## src/battery_loop_pkg.sv

```systemverilog
// Package holding register offsets, field layouts, reset values and bus constants.
package battery_loop_pkg;
   // Bus and register geometry; the top byte address is 0x13C, so nine address bits.
   localparam int          ADDR_WIDTH        = 9;
   localparam int          DATA_WIDTH        = 32;
   localparam int          REG_WIDTH         = 8;
   localparam int          LEVEL_WIDTH       = 6;
   localparam int          POINTER_WIDTH     = 3;
   localparam int          TRANSISTOR_COUNT  = 6;

   // Register indices; the byte address is four times the index.
   localparam logic [7:0]  HIGH_BATTERY_SETPOINT_IDX    = 8'h4A;
   localparam logic [7:0]  LOW_BATTERY_SETPOINT_IDX     = 8'h4B;
   localparam logic [7:0]  POWER_MONITOR_SELECT_IDX     = 8'h4C;
   localparam logic [7:0]  TRANSISTOR_POWER_READING_IDX = 8'h4D;
   localparam logic [7:0]  LOOP_VOLTAGE_READING_IDX     = 8'h4E;
   localparam logic [7:0]  LOOP_CURRENT_READING_IDX     = 8'h4F;
   localparam logic [1:0]  WORD_OFFSET_BITS             = 2'h0;

   // Reset values of the writable fields.
   localparam logic [5:0]  HIGH_BATTERY_RESET  = 6'h32;
   localparam logic [5:0]  LOW_BATTERY_RESET   = 6'h10;
   localparam logic [2:0]  POINTER_RESET       = 3'h0;
   localparam logic [2:0]  POINTER_LAST_VALID  = 3'h5;

   // Field positions inside the loop status bytes.
   localparam int          SIGN_BIT            = 6;
   localparam int          MAG_MSB             = 5;
   localparam logic [31:0] UNMAPPED_READ_VALUE = 32'h0000_0000;
endpackage : battery_loop_pkg

```

## src/battery_and_loop_monitor_regs.sv

```systemverilog
// Battery set-point, power monitor pointer and loop sense register bank on Avalon-MM.
// What this block does
// - The high battery level is a six-bit field, 1.5 V per code, resetting to code 0x32.
// - The low battery level is a six-bit field, 1.5 V per code, resetting to code 0x10.
// - The three-bit pointer selects transistors one to six; codes 110 and 111 are undefined.
// - The power byte shows the power of the transistor that the pointer selects, and zero for codes 110 and 111.
// - The loop voltage byte carries the sign in bit 6 and the magnitude in bits 5:0.
// - The loop current byte carries the direction in bit 6 and the magnitude in bits 5:0.
//
// The implementer's own choice: the Avalon-MM interface to the registers.
module battery_and_loop_monitor_regs
   import battery_loop_pkg::*;
(
   input  wire logic                     ref_clk,              // Device clock, 125 MHz.
   input  wire logic                     rst_n,                // Synchronous reset, active low.
   input  wire logic [ADDR_WIDTH-1:0]    avs_address,          // Byte address.
   input  wire logic                     avs_read,             // Read request.
   input  wire logic                     avs_write,            // Write request.
   input  wire logic [DATA_WIDTH-1:0]    avs_writedata,        // Write data.
   input  wire logic [3:0]               avs_byteenable,       // Byte lanes.
   output logic      [DATA_WIDTH-1:0]    avs_readdata,         // Read data, registered.
   output logic                          avs_waitrequest,      // Stall until answer.
   input  wire logic [REG_WIDTH-1:0]     transistor_power_in [TRANSISTOR_COUNT], // Per-transistor power.
   input  wire logic                     loop_voltage_sign,    // 1 when ring is above tip.
   input  wire logic [LEVEL_WIDTH-1:0]   loop_voltage_magnitude, // Loop voltage, 1.5 V steps.
   input  wire logic                     loop_current_direction, // 1 for reverse current.
   input  wire logic [LEVEL_WIDTH-1:0]   loop_current_magnitude, // Loop current, 1.25 mA steps.
   output logic      [LEVEL_WIDTH-1:0]   high_battery_level,   // High battery set-point.
   output logic      [LEVEL_WIDTH-1:0]   low_battery_level,    // Low battery set-point.
   output logic      [POINTER_WIDTH-1:0] transistor_select_pointer // Monitored transistor.
);

   typedef enum logic [1:0] {
      BUS_IDLE   = 2'b01,
      BUS_ANSWER = 2'b10
   } bus_state_type;

   bus_state_type                bus_state;
   logic [REG_WIDTH-1:0]         transistor_power_value;
   logic                         request;
   logic [7:0]                   reg_index;
   logic                         aligned;
   logic [REG_WIDTH-1:0]         next_read_byte;

   // Turns a byte address into a register index; alignment is checked apart.
   function automatic logic [7:0] index_of(input logic [ADDR_WIDTH-1:0] addr);
      index_of = 8'(addr[ADDR_WIDTH-1:2]);
   endfunction : index_of

   assign request   = avs_read | avs_write;
   assign reg_index = index_of(avs_address);
   assign aligned   = (avs_address[1:0] == WORD_OFFSET_BITS);

   // Every access takes exactly one wait cycle; this keeps read data registered.
   always_ff @(posedge ref_clk) begin
      if (!rst_n) begin
         bus_state <= BUS_IDLE;
      end else begin
         case (bus_state)
            BUS_IDLE: begin
               if (request) begin
                  bus_state <= BUS_ANSWER;
               end
            end
            BUS_ANSWER: begin
               bus_state <= BUS_IDLE;
            end
            default: begin
               bus_state <= BUS_IDLE;
            end
         endcase
      end
   end

   assign avs_waitrequest = request & (bus_state != BUS_ANSWER);

   // Writable fields, committed on the edge where waitrequest is low; only lane 0 counts.
   always_ff @(posedge ref_clk) begin
      if (!rst_n) begin
         high_battery_level        <= HIGH_BATTERY_RESET;
         low_battery_level         <= LOW_BATTERY_RESET;
         transistor_select_pointer <= POINTER_RESET;
      end else if (avs_write && bus_state == BUS_ANSWER && aligned && avs_byteenable[0]) begin
         // The device does not enforce the ordering of the two levels; software owns it.
         case (reg_index)
            HIGH_BATTERY_SETPOINT_IDX: begin
               high_battery_level <= avs_writedata[MAG_MSB:0];
            end
            LOW_BATTERY_SETPOINT_IDX: begin
               low_battery_level <= avs_writedata[MAG_MSB:0];
            end
            POWER_MONITOR_SELECT_IDX: begin
               transistor_select_pointer <= avs_writedata[POINTER_WIDTH-1:0];
            end
            default: begin
               // Read-only and unmapped offsets ignore writes.
            end
         endcase
      end
   end

   // Pointer mux; undefined codes read zero as a harmless choice.
   always_comb begin
      if (transistor_select_pointer <= POINTER_LAST_VALID) begin
         transistor_power_value = transistor_power_in[transistor_select_pointer];
      end else begin
         transistor_power_value = '0;
      end
   end

   // Read byte selection with reserved bits forced to zero.
   always_comb begin
      next_read_byte = '0;
      if (aligned) begin
         case (reg_index)
            HIGH_BATTERY_SETPOINT_IDX:    next_read_byte = {2'h0, high_battery_level};
            LOW_BATTERY_SETPOINT_IDX:     next_read_byte = {2'h0, low_battery_level};
            POWER_MONITOR_SELECT_IDX:     next_read_byte = {5'h00, transistor_select_pointer};
            TRANSISTOR_POWER_READING_IDX: next_read_byte = transistor_power_value;
            LOOP_VOLTAGE_READING_IDX:
               next_read_byte = {1'h0, loop_voltage_sign, loop_voltage_magnitude};
            LOOP_CURRENT_READING_IDX:
               next_read_byte = {1'h0, loop_current_direction, loop_current_magnitude};
            default:                      next_read_byte = '0;
         endcase
      end
   end

   // Read data is registered in the idle cycle and stands at the answering edge.
   always_ff @(posedge ref_clk) begin
      if (!rst_n) begin
         avs_readdata <= UNMAPPED_READ_VALUE;
      end else if (avs_read && bus_state == BUS_IDLE) begin
         avs_readdata <= {24'h00_0000, next_read_byte};
      end
   end

   // A read of the power byte returns the mux output captured one cycle earlier.
   property p_power_read;
      @(posedge ref_clk) disable iff (!rst_n)
      (avs_read && bus_state == BUS_IDLE && aligned
       && reg_index == TRANSISTOR_POWER_READING_IDX)
      |=> (avs_readdata[7:0] == $past(transistor_power_value));
   endproperty
   a_power_read: assert property (p_power_read) else $error("power byte mismatch");

   property p_power_mux;
      @(posedge ref_clk) disable iff (!rst_n)
      (transistor_select_pointer <= POINTER_LAST_VALID)
      |-> (transistor_power_value == transistor_power_in[transistor_select_pointer]);
   endproperty
   a_power_mux: assert property (p_power_mux) else $error("pointer mux wrong");

   property p_voltage_read;
      @(posedge ref_clk) disable iff (!rst_n)
      (avs_read && bus_state == BUS_IDLE && aligned && reg_index == LOOP_VOLTAGE_READING_IDX)
      |=> (avs_readdata[7:0] == {1'b0, $past(loop_voltage_sign), $past(loop_voltage_magnitude)});
   endproperty
   a_voltage_read: assert property (p_voltage_read) else $error("voltage byte wrong");

   property p_current_read;
      @(posedge ref_clk) disable iff (!rst_n)
      (avs_read && bus_state == BUS_IDLE && aligned && reg_index == LOOP_CURRENT_READING_IDX)
      |=> (avs_readdata[7:0] ==
           {1'b0, $past(loop_current_direction), $past(loop_current_magnitude)});
   endproperty
   a_current_read: assert property (p_current_read) else $error("current byte wrong");

   property p_high_write;
      @(posedge ref_clk) disable iff (!rst_n)
      (avs_write && !avs_waitrequest && aligned && avs_byteenable[0]
       && reg_index == HIGH_BATTERY_SETPOINT_IDX)
      |=> (high_battery_level == $past(avs_writedata[5:0]));
   endproperty
   a_high_write: assert property (p_high_write) else $error("high level not written");

   property p_low_write;
      @(posedge ref_clk) disable iff (!rst_n)
      (avs_write && !avs_waitrequest && aligned && avs_byteenable[0]
       && reg_index == LOW_BATTERY_SETPOINT_IDX)
      |=> (low_battery_level == $past(avs_writedata[5:0]));
   endproperty
   a_low_write: assert property (p_low_write) else $error("low level not written");

   property p_reset_levels;
      @(posedge ref_clk)
      !rst_n |=> (high_battery_level == HIGH_BATTERY_RESET
                  && low_battery_level == LOW_BATTERY_RESET
                  && transistor_select_pointer == POINTER_RESET);
   endproperty
   a_reset_levels: assert property (p_reset_levels) else $error("reset values wrong");

   // Only the low byte carries data; the power byte uses all eight of its bits.
   property p_reserved_zero;
      @(posedge ref_clk) disable iff (!rst_n)
      (avs_read && !avs_waitrequest) |-> (avs_readdata[DATA_WIDTH-1:REG_WIDTH] == '0);
   endproperty
   a_reserved_zero: assert property (p_reserved_zero) else $error("reserved bits set");

   // Bit 7 is reserved in every byte of the bank except the power reading.
   property p_top_bit_zero;
      @(posedge ref_clk) disable iff (!rst_n)
      (avs_read && bus_state == BUS_IDLE && reg_index != TRANSISTOR_POWER_READING_IDX)
      |=> (avs_readdata[REG_WIDTH-1] == 1'b0);
   endproperty
   a_top_bit_zero: assert property (p_top_bit_zero) else $error("reserved bit 7 set");

   // The set-point bytes keep their two top bits clear on read-back.
   property p_field_reserved;
      @(posedge ref_clk) disable iff (!rst_n)
      (avs_read && bus_state == BUS_IDLE && aligned
      && (reg_index == HIGH_BATTERY_SETPOINT_IDX || reg_index == LOW_BATTERY_SETPOINT_IDX))
      |=> (avs_readdata[REG_WIDTH-1:LEVEL_WIDTH] == '0);
   endproperty
   a_field_reserved: assert property (p_field_reserved) else $error("level bits 7:6 set");

   property p_pointer_write;
      @(posedge ref_clk) disable iff (!rst_n)
      (avs_write && !avs_waitrequest && aligned && avs_byteenable[0]
       && reg_index == POWER_MONITOR_SELECT_IDX)
      |=> (transistor_select_pointer == $past(avs_writedata[POINTER_WIDTH-1:0]));
   endproperty
   a_pointer_write: assert property (p_pointer_write) else $error("pointer not written");

   // A write that misses lane 0 or the word boundary must leave every field alone.
   property p_refused_write;
      @(posedge ref_clk) disable iff (!rst_n)
      (avs_write && !avs_waitrequest && !(aligned && avs_byteenable[0]))
      |=> ($stable(high_battery_level) && $stable(low_battery_level)
           && $stable(transistor_select_pointer));
   endproperty
   a_refused_write: assert property (p_refused_write) else $error("refused write landed");

   property p_one_wait;
      @(posedge ref_clk) disable iff (!rst_n)
      ($rose(avs_read) && bus_state == BUS_IDLE) |-> avs_waitrequest ##1 !avs_waitrequest;
   endproperty
   a_one_wait: assert property (p_one_wait) else $error("answer latency wrong");

endmodule : battery_and_loop_monitor_regs

```

## config.mk

```make
export PLATFORM = sky130hd
export DESIGN_NAME = battery_and_loop_monitor_regs
export DESIGN_NICKNAME = d
export VERILOG_FILES = /design/src/battery_loop_pkg.sv /design/src/battery_and_loop_monitor_regs.sv
export SDC_FILE = /design/constraint.sdc
export NUM_CORES = 1
export LEC_CHECK = 0
export ABC_AREA = 1
export ABC_CLOCK_PERIOD_IN_PS = 1700
export BUFFER_PORTS_ARGS = -buffer_cell sky130_fd_sc_hd__buf_4
export CAP_MARGIN = 40
export CORE_MARGIN = 1
export CORE_UTILIZATION = 40
export DETAILED_ROUTE_END_ITERATION = 8
export PLACE_DENSITY = 0.89
export RECOVER_POWER = 100
export SLEW_MARGIN = 15
export SYNTH_ARGS = -nofsm -noshare
export SYNTH_HDL_FRONTEND = slang
export SYNTH_SLANG_ARGS = --single-unit
```

## constraint.sdc

```tcl
create_clock -name ref_clk -period 1.7 [get_ports ref_clk]
set_input_delay 0.085 -clock ref_clk [delete_from_list [all_inputs] [get_ports ref_clk]]
set_output_delay 0.085 -clock ref_clk [all_outputs]
set_load 0.02 [all_outputs]
```

==> results by stage <==
STA:
- The number of slew-limit violations in the final report came to 0.
- Counting I/O delays and the setup requirement, the final critical path takes about 1500 ps.
- Adding up every negative setup slack in the final design gives 0 ps.
- The worst path uses between 80 and 90% of the clock period.
- The final number of setup-violating endpoints is 0.
- On the final layout, the worst clock skew is 9.487 ps.
- The highest attainable clock frequency is around 670 MHz.
- Setup repair after global routing left no endpoint under its margin.
- The worst-case hold slack is ~28 ps.
- The number of failing hold endpoints at the final stage is 0.

GRT:
- The overall fraction of global-route tracks in use is between 20% and 30%.
- Entering global routing, the biggest net connects 25 pins.
- The first-pass GRT wire length is roughly 9900 µm.
- The overflow left after global routing is 0.
- The number of global-route vias before repair is ~2300.
- The initial antenna violation count is 0.

Worst setup path:
- The cell with the largest stage delay on the worst path is sky130_fd_sc_hd__dfxtp_1.
- Among the stages of the critical path, the cell type that occurs most often is sky130_fd_sc_hd__nor2_1.
- In this run the worst path has a maximum fanout of 24.
- The signal on the critical path passes through inv_2, o21ai_0, nand2_1, a21oi_1, nor2_1, nor2_1, nor2_1.
- Together, buffers and inverters on the worst path number 1.
- Data on the critical path arrives at its endpoint at 1670 ps.
- The path type of the worst setup path is flop to flop.
- On the worst path, the slowest cell contributes a delay of around 500 ps.
- The required time at the endpoint of the critical path is 1880 ps.
- The kind of capture point of the worst setup path is a flop.
- The cell family contributing the most delay on the critical path is flip-flops.
- The launching element type of the critical path is a flop.

Route:
- The first detailed-routing pass ran for 4 iterations.
- The final wirelength is 6247 µm.
- Across all layers, the routed design uses 2516 vias.
- The detailed-route wire length per cell is about 12 µm.
- In this run, the number of DRC markers left after iteration 0 of detailed routing was around 120.
- For this run, design rule violations remaining after detail routing come to 0.
- The number of nets with antenna violations after detailed routing is 0.
- Using the TritonRoute via totals, the vias-per-cell ratio works out to approximately 5.

Die:
- The initialized floorplan defines 25 standard-cell rows.
- 159 I/O pins were placed.
- For this configuration, the core starts out at a cell density of 42.08%.
- The floorplan step defined a die boundary enclosing between 5000 and 6000 µm².
- From left edge to right edge, the die measures between 70 and 80 µm.
- The vertical die dimension is just over 70 µm.
- The total core area is 4755 µm².

Pwr:
- The clock network fraction of total power is 28.9%.
- Internal power comes to roughly 910 µW.
- The worst vdd rail ir drop is just under 0.4 mV.
- The sequential power share is a little under half.
- Net switching is slightly below 30% of the power.
- In this run the static leakage power is 0.001392 µW.
- The analysis attributes to net switching a power of between 300 and 400 µW.
- Combinational cells account for about a quarter of the total power.
- The total power divided by cell area is 470.9 nW/µm².

Clock network:
- The longest clock path from root to sink contains 2 buffers.
- CTS built an H-tree with a depth of 1.
- The clock net sink count is 25.
- The CTS tree is built.
- The clock tree root driver cell is sky130_fd_sc_hd__clkbuf_8.
- The number of buffers inserted by post-CTS setup repair is 0.
- The clock latency of the later-clocked register in the worst-skew pair is 280 ps.
- The number of CTS-inserted buffers is 3.
- After clock tree synthesis, the repair step resized 0 gates.
- The clock-pin slew on the worst setup and hold paths is 100 ps.
- The hold buffer count at cts is 0.

Layout:
- The library cells used most frequently in the layout, excluding fill and tap cells, are sky130_fd_sc_hd__nand2_1 (105), sky130_fd_sc_hd__buf_4 (87), sky130_fd_sc_hd__nand3_1 (50).
- Of the cells placed in the final design, the portion with a size suffix greater than 1 is 24.94%.
- The final antenna diode count is 0.
- At the end of the flow, the number of nets in the layout was around 550.
- The area taken by multi-input logic gates is between 1000 and 1500 µm².
- Compared with the post-synthesis result, the final layout area differs by 35.40%.
- Leaving out fill and tap cells, the most frequent cell in the layout is sky130_fd_sc_hd__nand2_1.
- Registers take between 500 and 600 µm².
- Once layout is done, the placed cells without fillers occupy around 2700 µm².
- The count of fill cells added during filler insertion is roughly 540.

Placed design:
- The post-place instance area is 2759 µm².
- The HPWL after detailed placement is slightly above 5000 µm.
- The congestion estimate from routability-driven global placement came to slightly above 0.8.
- In this run the tool buffered the top-level ports with between 100 and 150 buffer cells.

Worst hold path:
- The worst hold path belongs to the class input pin to flop.

Status:
- The run finished with clean final reports.

Flow run:
- The count of maximum capacitance violations is 0.

Synthesis:
- The synthesized netlist occupies a cell area of roughly 2000 µm².
- The share of the Yosys chip area taken by registers is 25.02%.
- Yosys printed 0 warnings.
- The netlist uses 27 different library cells.
- Synthesis produced a netlist whose cell count is between 300 and 400.
- The mean cell area of the mapped netlist is 5.990 µm².
- The number of synthesized register bits is 25.
## cell usage after synthesis
master / n / area [µm²]
sky130_fd_sc_hd__buf_4: 26 / 195.2
sky130_fd_sc_hd__inv_1: 16 / 60.06
sky130_fd_sc_hd__nand4_1: 4 / 25.02
sky130_fd_sc_hd__nor2_4: 2 / 22.52
sky130_fd_sc_hd__nor2_8: 1 / 20.02
sky130_fd_sc_hd__o21ai_0: 18 / 90.09
sky130_fd_sc_hd__a21oi_1: 16 / 80.08
sky130_fd_sc_hd__nand2_2: 4 / 25.02
sky130_fd_sc_hd__clkinv_1: 1 / 3.750
sky130_fd_sc_hd__and3_1: 1 / 6.260
sky130_fd_sc_hd__clkinv_4: 1 / 8.760
sky130_fd_sc_hd__or2_2: 2 / 12.51
sky130_fd_sc_hd__nor2_2: 3 / 18.77
sky130_fd_sc_hd__inv_2: 2 / 7.510
sky130_fd_sc_hd__o21ai_1: 2 / 10.01
sky130_fd_sc_hd__buf_6: 1 / 11.26
sky130_fd_sc_hd__nor3_2: 2 / 20.02
sky130_fd_sc_hd__nor2_1: 36 / 135.1
sky130_fd_sc_hd__nand2_4: 1 / 11.26
sky130_fd_sc_hd__nand2_1: 105 / 394.1
sky130_fd_sc_hd__clkbuf_1: 3 / 11.26
sky130_fd_sc_hd__dfxtp_1: 25 / 500.5
sky130_fd_sc_hd__nand3_1: 50 / 250.2
sky130_fd_sc_hd__o211ai_1: 5 / 37.54
sky130_fd_sc_hd__nand3_2: 2 / 20.02
sky130_fd_sc_hd__conb_1: 1 / 3.750
sky130_fd_sc_hd__buf_2: 4 / 20.02
## worst paths after layout
check | startpoint | end | slack, ps | cells after the start
min reg2reg | low_battery_level[5] | low_battery_level[5] | 480 | 2
max | transistor_select_pointer[0] | avs_readdata[6] | 200 | 7
max reg2reg | transistor_select_pointer[0] | avs_readdata[6] | 200 | 7
min | avs_writedata[5] | high_battery_level[5] | 30 | 3
## layout make-up
| type | instances | share of cell area [%] |
|---|---|---|
| timing repair buffer | 110 | 27.30 |
| tap | 67 | 3.095 |
| inverter | 20 | 2.956 |
| sequential | 25 | 18.48 |
| multi-input combinational | 278 | 46.47 |
| clock inverter | 1 | 0.1848 |
| clock buffer | 3 | 1.524 |
## power by group through the flow
stage | Sequential (µW) | Clock [µW] | Combinational (µW)
after floorplan | 605 | 0 | 181
after global placement | 606 | 0 | 309
after detailed placement | 606 | 0 | 313
after CTS | 592 | 368 | 315
after global routing | 593 | 378 | 344
final | 592 | 369 | 315
## worst min-delay path, stage by stage
cell                      delay (ps)
sky130_fd_sc_hd__buf_4            80
sky130_fd_sc_hd__nand2_1          40
sky130_fd_sc_hd__nand3_1          60
## flip-flops by register name, summed over array words and instances, names as in the netlist
signal	count
high_battery_level	6
avs_readdata	8
low_battery_level	6
bus_state	2
transistor_select_pointer	3
## through the flow
stage | worst slack, ps | cells | utilization [%] | total power [µW]
after floorplan | 255.6 | 357 | - | 786.8
after global placement | 264.1 | 500 | 58.03 | 914.3
after detailed placement | 219.1 | 500 | 58.03 | 919.1
after CTS | 194.6 | 504 | 59.00 | 1274
after global routing | 25.22 | 504 | 56.97 | 1315
final | 204.1 | 504 | 56.97 | 1276
## per-layer routing
metal | vias up | part of all wire [%] | wire length, µm | GRT usage (%)
met2 | 136 | 50 | 3132 | 43.93
met4 | 0 | 1.0 | 64 | 6.536
met3 | 9 | 8.6 | 538 | 3.315
li1 | 1242 | - | - | -
met1 | 1129 | 40 | 2511 | 29.05
met5 | - | 0 | 0 | 0
## cell families (layout without fill, tap and decap cells)
family | after synthesis | count (layout) | synth area share, %
and+or+nand+nor | 213 | 213 | 48.03
buffers and inverters | 54 | 134 | 15.89
AOI/OAI and AO/OA | 41 | 41 | 10.88
DFF | 25 | 25 | 25.02
other | 1 | 24 | 0.1874
Power figures use the tool's default switching activity.
